--- config.mk ---
export PLATFORM = sky130hd
export DESIGN_NAME = gpib_host
export DESIGN_NICKNAME = d
export VERILOG_FILES = /design/src/logic/gpib_host_pkg.sv /design/src/logic/steer_if.sv /design/src/logic/steer_map.sv /design/src/logic/gpib_host.sv
export SDC_FILE = /design/constraint.sdc
export NUM_CORES = 1
export LEC_CHECK = 0
export BUFFER_PORTS_ARGS = -buffer_cell sky130_fd_sc_hd__buf_4
export CAP_MARGIN = 30
export CELL_PAD_IN_SITES_DETAIL_PLACEMENT = 0
export CELL_PAD_IN_SITES_GLOBAL_PLACEMENT = 1
export CORE_MARGIN = 2
export CORE_UTILIZATION = 37
export DETAILED_ROUTE_END_ITERATION = 7
export PLACE_DENSITY = 0.94
export SYNTH_ARGS = -nofsm -noshare
export SYNTH_HDL_FRONTEND = slang
export SYNTH_SLANG_ARGS = --single-unit
--- constraint.sdc ---
create_clock -name clk_sys -period 3.6 [get_ports clk_sys]
set_clock_uncertainty 0.2 [all_clocks]
set_input_delay 0.9 -clock clk_sys [delete_from_list [all_inputs] [get_ports clk_sys]]
set_output_delay 0.9 -clock clk_sys [all_outputs]
set_load 0.01 [all_outputs]
--- src/logic/gpib_host_pkg.sv ---
// Constants, register map and types of the GPIB transceiver steering host
package gpib_host_pkg;

    // Register port
    localparam int          ADDR_W        = 4;
    localparam int          DATA_W        = 32;
    localparam logic [3:0]  ADDR_MODE     = 4'h0;
    localparam logic [3:0]  ADDR_DRIVE    = 4'h4;
    localparam logic [3:0]  ADDR_CMD      = 4'h8;
    localparam logic [3:0]  ADDR_STATUS   = 4'hC;

    // Terminal-side management channels, one bit each
    localparam int          NUM_CH        = 5;
    localparam int          CH_ATN        = 0;
    localparam int          CH_EOI        = 1;
    localparam int          CH_SRQ        = 2;
    localparam int          CH_REN        = 3;
    localparam int          CH_IFC        = 4;
    localparam logic [4:0]  LINE_IDLE     = 5'h1F;

    // Mode register fields
    localparam int          MODE_IFS_LSB  = 0;
    localparam int          MODE_IFS_W    = 3;
    localparam int          MODE_CTL_LSB  = 3;
    localparam int          MODE_CTL_W    = 2;
    localparam int          MODE_SYS_BIT  = 5;
    localparam int          MODE_PU_LSB   = 6;
    localparam int          MODE_PU_W     = 2;

    // Drive register fields
    localparam int          DRV_ATN_BIT   = 0;
    localparam int          DRV_EOI_BIT   = 1;
    localparam int          DRV_SRQ_BIT   = 2;

    // Command register fields
    localparam int          CMD_REN_GO    = 0;
    localparam int          CMD_REN_VAL   = 1;
    localparam int          CMD_IFC_GO    = 2;
    localparam int          CMD_IFC_VAL   = 3;

    // Status register fields
    localparam int          ST_LINES_LSB  = 0;
    localparam int          ST_TALK_BIT   = 5;
    localparam int          ST_ACF_BIT    = 6;
    localparam int          ST_PU_BIT     = 7;
    localparam int          ST_REF_BIT    = 8;

    // Interface function state that decides the data-line talker
    typedef enum logic [2:0] {
        IFS_IDLE,
        IFS_TALK,
        IFS_CTL_XFER,
        IFS_SPOLL,
        IFS_PPOLL,
        IFS_LISTEN
    } ifs_e;

    // Controller function state
    typedef enum logic [1:0] {
        CTL_IDLE,
        CTL_ADDRESSED,
        CTL_ACTIVE,
        CTL_STANDBY
    } ctl_e;

    // Data-line drive choice
    typedef enum logic [1:0] {
        PU_AUTO,
        PU_OPEN,
        PU_TOTEM
    } pu_e;

endpackage : gpib_host_pkg

--- src/logic/steer_if.sv ---
// Steering controls and resulting channel directions between host modules
`timescale 1ns/1ps
interface steer_if;
    logic       steer;
    logic       talk;
    logic       sysctl;
    logic       atn;
    logic [4:0] tx;

    modport host (output steer, output talk, output sysctl, output atn,
                  input tx);
    modport map  (input steer, input talk, input sysctl, input atn,
                  output tx);
endinterface : steer_if

--- src/logic/steer_map.sv ---
// Mirror of the transceiver direction decode, seen from the host
`timescale 1ns/1ps
module steer_map
    import gpib_host_pkg::*;
(
    // Steering in, directions out
    steer_if.map sif
);

    logic [NUM_CH-1:0] tx_v;

    // EOI follows ATN only while steer and talk controls agree
    always_comb begin
        tx_v         = '0;
        tx_v[CH_ATN] = ~sif.steer;
        tx_v[CH_SRQ] = sif.steer;
        tx_v[CH_REN] = sif.sysctl;
        tx_v[CH_IFC] = sif.sysctl;
        if (sif.steer == sif.talk) begin
            tx_v[CH_EOI] = sif.atn ? sif.talk : ~sif.steer;
        end else begin
            tx_v[CH_EOI] = sif.talk;
        end
    end

    // Bit set means the transceiver carries host toward the bus
    assign sif.tx = tx_v;

endmodule : steer_map

--- src/logic/gpib_host.sv ---
// Host that steers a five-channel GPIB management transceiver
//
// Added by the designer: the address-and-strobe port and the register offsets.
`timescale 1ns/1ps
module gpib_host
    import gpib_host_pkg::*;
(
    // Clock and reset
    input  wire logic                clk_sys,
    input  wire logic                rst_n,

    // Register port
    input  wire logic [ADDR_W-1:0]   addr,
    input  wire logic [DATA_W-1:0]   wr_data,
    input  wire logic                wr_stb,
    input  wire logic                rd_stb,
    output logic      [DATA_W-1:0]   rd_data,

    // Transceiver control pins
    output logic                     talk_enable,
    output logic                     active_ctl_flag,
    output logic                     system_ctl_select,
    output logic                     pull_up_select,

    // Terminal-side management lines, two-way
    input  wire logic [NUM_CH-1:0]   line_in,
    output logic      [NUM_CH-1:0]   line_out,
    output logic      [NUM_CH-1:0]   line_oe_n
);

    typedef struct packed {
        logic [MODE_IFS_W-1:0] ifs;
        logic [MODE_CTL_W-1:0] ctl;
        logic                  sysctl;
        logic [MODE_PU_W-1:0]  pu_mode;
        logic [NUM_CH-1:0]     line_val;
        logic [NUM_CH-1:0]     line_oe_n;
        logic [NUM_CH-1:0]     sync1;
        logic [NUM_CH-1:0]     sync2;
        logic                  talk;
        logic                  acf;
        logic                  pus;
        logic                  refused;
        logic [DATA_W-1:0]     rd_data;
    } state_s;

    localparam state_s STATE_RST = '{
        ifs:       IFS_IDLE,
        ctl:       CTL_IDLE,
        sysctl:    1'b0,
        pu_mode:   PU_AUTO,
        line_val:  LINE_IDLE,
        line_oe_n: LINE_IDLE,
        sync1:     LINE_IDLE,
        sync2:     LINE_IDLE,
        talk:      1'b0,
        acf:       1'b1,
        pus:       1'b1,
        refused:   1'b0,
        rd_data:   '0
    };

    state_s   state_ff;
    state_s   nxt_state;
    steer_if  sif ();
    logic     atn_lvl;
    logic     eoi_lvl;
    logic     nxt_talk;
    logic     nxt_acf;
    logic     nxt_sysctl;
    logic     nxt_atn_val;

    // Steering decode mirrors the transceiver so the host fights it only on EOI, while the synchronised ATN still trails a bus change
    steer_map u_steer_map (
        .sif (sif)
    );

    // ATN as it will stand after this edge: the next own drive while the
    // host transmits it, else the synchronised bus level, which trails
    assign atn_lvl = nxt_acf ? state_ff.sync2[CH_ATN] : nxt_atn_val;
    // EOI as it stands now, only for the pull-up choice
    assign eoi_lvl = state_ff.line_oe_n[CH_EOI] ? state_ff.sync2[CH_EOI]
                                                : state_ff.line_val[CH_EOI];

    // Next control levels, decoded from the next mode fields
    always_comb begin
        logic [MODE_IFS_W-1:0] ifs_v;
        logic [MODE_CTL_W-1:0] ctl_v;
        ifs_v       = state_ff.ifs;
        ctl_v       = state_ff.ctl;
        nxt_sysctl  = state_ff.sysctl;
        nxt_atn_val = state_ff.line_val[CH_ATN];
        if (wr_stb && addr == ADDR_MODE) begin
            ifs_v      = wr_data[MODE_IFS_LSB +: MODE_IFS_W];
            ctl_v      = wr_data[MODE_CTL_LSB +: MODE_CTL_W];
            nxt_sysctl = wr_data[MODE_SYS_BIT];
        end
        if (wr_stb && addr == ADDR_DRIVE) begin
            nxt_atn_val = wr_data[DRV_ATN_BIT];
        end
        case (ifs_e'(ifs_v))
            IFS_TALK, IFS_CTL_XFER, IFS_SPOLL, IFS_PPOLL: begin
                nxt_talk = 1'b1;
            end
            default: begin
                nxt_talk = 1'b0;
            end
        endcase
        case (ctl_e'(ctl_v))
            CTL_IDLE, CTL_ADDRESSED: nxt_acf = 1'b1;
            default:                 nxt_acf = 1'b0;
        endcase
    end

    // Steer with the values the pins will carry, so direction and enable
    // change on the same edge and no channel is briefly driven twice
    assign sif.steer  = nxt_acf;
    assign sif.talk   = nxt_talk;
    assign sif.sysctl = nxt_sysctl;
    assign sif.atn    = atn_lvl;

    always_comb begin
        nxt_state       = state_ff;
        nxt_state.sync1 = line_in;
        nxt_state.sync2 = state_ff.sync1;
        nxt_state.rd_data = '0;
        nxt_state.talk   = nxt_talk;
        nxt_state.acf    = nxt_acf;
        nxt_state.sysctl = nxt_sysctl;

        if (wr_stb) begin
            case (addr)
                ADDR_MODE: begin
                    nxt_state.ifs     = wr_data[MODE_IFS_LSB +: MODE_IFS_W];
                    nxt_state.ctl     = wr_data[MODE_CTL_LSB +: MODE_CTL_W];
                    nxt_state.pu_mode = wr_data[MODE_PU_LSB +: MODE_PU_W];
                end
                ADDR_DRIVE: begin
                    nxt_state.line_val[CH_ATN] = wr_data[DRV_ATN_BIT];
                    nxt_state.line_val[CH_EOI] = wr_data[DRV_EOI_BIT];
                    nxt_state.line_val[CH_SRQ] = wr_data[DRV_SRQ_BIT];
                end
                ADDR_CMD: begin
                    // Only a system controller may own REN and IFC
                    if (wr_data[CMD_REN_GO]) begin
                        if (state_ff.sysctl) begin
                            nxt_state.line_val[CH_REN] =
                                wr_data[CMD_REN_VAL];
                        end else begin
                            nxt_state.refused = 1'b1;
                        end
                    end
                    if (wr_data[CMD_IFC_GO]) begin
                        if (state_ff.sysctl) begin
                            nxt_state.line_val[CH_IFC] =
                                wr_data[CMD_IFC_VAL];
                        end else begin
                            nxt_state.refused = 1'b1;
                        end
                    end
                end
                default: begin
                end
            endcase
        end

        if (rd_stb) begin
            case (addr)
                ADDR_MODE: begin
                    nxt_state.rd_data[MODE_IFS_LSB +: MODE_IFS_W] =
                        state_ff.ifs;
                    nxt_state.rd_data[MODE_CTL_LSB +: MODE_CTL_W] =
                        state_ff.ctl;
                    nxt_state.rd_data[MODE_SYS_BIT] = state_ff.sysctl;
                    nxt_state.rd_data[MODE_PU_LSB +: MODE_PU_W] =
                        state_ff.pu_mode;
                end
                ADDR_DRIVE: begin
                    nxt_state.rd_data[DRV_ATN_BIT] =
                        state_ff.line_val[CH_ATN];
                    nxt_state.rd_data[DRV_EOI_BIT] =
                        state_ff.line_val[CH_EOI];
                    nxt_state.rd_data[DRV_SRQ_BIT] =
                        state_ff.line_val[CH_SRQ];
                end
                ADDR_STATUS: begin
                    nxt_state.rd_data[ST_LINES_LSB +: NUM_CH] =
                        state_ff.sync2;
                    nxt_state.rd_data[ST_TALK_BIT] = state_ff.talk;
                    nxt_state.rd_data[ST_ACF_BIT] = state_ff.acf;
                    nxt_state.rd_data[ST_PU_BIT]  = state_ff.pus;
                    nxt_state.rd_data[ST_REF_BIT] = state_ff.refused;
                    // Clear on read, unless a refusal lands in this cycle
                    if (!(wr_stb && addr == ADDR_CMD &&
                          (wr_data[CMD_REN_GO] || wr_data[CMD_IFC_GO]) &&
                          !state_ff.sysctl)) begin
                        nxt_state.refused = 1'b0;
                    end
                end
                default: begin
                end
            endcase
        end

        // Outside PU_TOTEM, open collector whenever a parallel poll can be under way
        case (pu_e'(nxt_state.pu_mode))
            PU_OPEN:  nxt_state.pus = 1'b0;
            PU_TOTEM: nxt_state.pus = 1'b1;
            default: begin
                nxt_state.pus = ~((~atn_lvl & ~eoi_lvl) |
                    (ifs_e'(nxt_state.ifs) == IFS_PPOLL));
            end
        endcase

        // Host lets go of a channel the transceiver is driving back
        nxt_state.line_oe_n = ~sif.tx;
    end

    always_ff @(posedge clk_sys or negedge rst_n) begin
        if (!rst_n) begin
            state_ff <= STATE_RST;
        end else begin
            state_ff <= nxt_state;
        end
    end

    assign rd_data           = state_ff.rd_data;
    assign talk_enable       = state_ff.talk;
    assign active_ctl_flag   = state_ff.acf;
    assign system_ctl_select = state_ff.sysctl;
    assign pull_up_select    = state_ff.pus;
    assign line_out          = state_ff.line_val;
    assign line_oe_n         = state_ff.line_oe_n;

endmodule : gpib_host

==> results.tsv <==
metric	value	unit
Hold Path Class	reg -> reg	
initial antenna violation count	0	
gr busiest metal	met2	
CTS tree	built	
required time of the worst setup path	3.59	ns
PwrDens	525	nW/um^2
Area after DPL	2090	um^2
mapped cell area	1930	um^2
row cnt	26	
Die Height	76.3	um
fraction of registers with async set/reset	100	%
Setup crit end kind	flip-flop	
Initial Util	38.1	%
Hold Crit Depth	0	
first-pass GRT wire length	5.55	mm
drt drc	0	
Crit Path Max Fanout	7	
status	finished clean	
total CTS buffers	5	
vias per cell	4.33	
antenna viol nets, final	0	
post-cts repair resize count	0	
Setup crit start kind	input pin	
setup TNS	0	ns
met2 Resource Use GR	18.8	%
cells taking the most area after synthesis	dfstp_2 27%, dfrtp_1 25%, buf_4 17%	
largest net degree at the start of global routing	40	
IR Drop Worst-Case VDD	0.206	mV
n_diodes	0	
count of boundary I/O pins	91	
Cells after DPL	258	
register area share after synthesis	51.8	%
1st-iter DRT viols	40	
Total GRT Usage	12.2	%
GR Layer Usage met1	15.7	%
RSZ-0062 raised after global routing	no	
Final Non-Filler Cells	266	
Peak Freq	349	MHz
final std cell area, no fill	2190	um^2
clock sink count	39	
root buffer cell	clkbuf_8	
post-detail-place hpwl	2.46	mm
period utilization	79.6	%
core area	5070	um^2
TritonRoute pass-1 iters	4	
utilization after layout	43.1	%
clk slew on worst S/H paths	0.07	ns
CTS Hold Bufs	0	
Vias	1153	
Hold Vio Cnt, Final	0	
Worst-Skew Late Latency	0.29	ns
endpoints failing setup	0	
Cells after Synth	168	
fraction of layout cells with a size suffix above 1	43.9	%
Yosys top cell area share	27.2	%
die width	76.3	um
Netlist cell types	39	
nets@finish	241	
min Tclk post-route	2.87	ns
setup repair bufs after CTS	0	
top post-synthesis cells by count	43 x buf_4, 20 x dfstp_2, 19 x dfrtp_1, 17 x nor2_1, 7 x mux2_2	
final wirelength	3.39	mm
IO Port Bufs	43	
EDFF count, synth	0	
global placer's final weighted congestion	0.817	
worst r2r path cells	5	
CTS H-tree depth	2	
Die Area	5820	um^2
met3 usage	4.98	%
critical path class	in -> reg	
Avg Cell Area, Syn	11.5	um^2
Max Slew Vio Count	0	
vias in the first global route	1121	
yosys synthesis warning count	0	
area delta synth->final	13.2	%
CTS Buffer Depth	2	
Leak	1.06	nW
WL/cell	12.7	um
Synth area leader	dfstp_2	
GR Overflow Total	0	
count leader, synth	buf_4	
prevailing post-synth register cell	dfstp_2	
critical path arrival	2.86	ns
max cap viols	0	
synthesis-stage register bit count	39	
where the power goes:
part | internal [mW] | switching [mW]
Combinational | 0.136 | 0.126
Sequential | 0.523 | 0.0457
Clock | 0.175 | 0.144
Total | 0.833 | 0.315
state kept, by name, indices dropped and copies added (netlist names):
register	flops
line_out	5
nxt_state	5
system_ctl_select	1
pull_up_select	1
rd_data	9
line_oe_n	4
state_ff	13
talk_enable	1
path summary, 6_finish.rpt:
kind | from | endpoint | slack (ns)
setup / recovery | addr[1] | pull_up_select | 0.73
min in group asynchronous | rst_n | system_ctl_select | 0.36
setup reg to reg | state_ff[57] | pull_up_select | 1.70
hold reg to reg | nxt_state[40] | state_ff[40] | 0.16
max in group asynchronous | rst_n | state_ff[40] | 2.47
hold / removal | nxt_state[40] | state_ff[40] | 0.16
cells in the final DEF (no fill, tap or decap), types with 5 or more instances in the layout:
cell      count
dfrtp_1      19
nand2_1       6
a22oi_1       5
buf_4        44
inv_1         6
dfstp_2      20
conb_1       23
nor2_1       17
clkbuf_8      7
mux2_2        7
mux2i_1       6
area by class of cell:
class                   count  area [um^2]
well taps                  70         87.6
flip-flops and latches     39         1000
inverters                   6         22.5
multi-input cells          99          647
fillers                   526         2890
clock buffers               8          100
repair buffers             44          330
kinds of logic (layout without fill, tap and decap cells):
| kind of cell | count (synthesis) | in the layout | share of synthesized area, % |
|---|---|---|---|
| adders and majority gates | 1 | 1 | 0.647 |
| xor gates and xnor gates | 1 | 1 | 0.453 |
| buffers and inverters | 52 | 58 | 19.0 |
| other | 1 | 23 | 0.194 |
| DFF | 39 | 39 | 51.8 |
| muxes | 15 | 15 | 8.74 |
| and+or+nand+nor | 37 | 37 | 11.0 |
| AOI/OAI and AO/OA | 22 | 22 | 8.16 |
critical path: stages:
cell and delay (ns):
buf_4 0.13, nor3b_4 0.32, nand2_1 0.24, mux2_2 0.34
ha_1 0.29, inv_1 0.04, a311o_1 0.28, a221oi_1 0.32
metrics by stage:
| stage | power, mW | setup slack, ns | hold slack [ns] |
|---|---|---|---|
| 5_1_grt | 1.21 | 0.579 | 0.158 |
| 6_report | 1.15 | 0.734 | 0.156 |
| 2_1_floorplan | 0.768 | 0.630 | 0.145 |
| 4_1_cts | 1.16 | 0.740 | 0.157 |
| 3_5_place_dp | 0.837 | 0.439 | 0.147 |
| 3_3_place_gp | 0.830 | 0.463 | 0.146 |
metal layers:
metal	routed length, um	vias up
li1	-	556
met1	1470	549
met2	1630	43
met3	239	5
met4	48	0
met5	0	-
No activity file was read; power rests on OpenSTA's default activity.
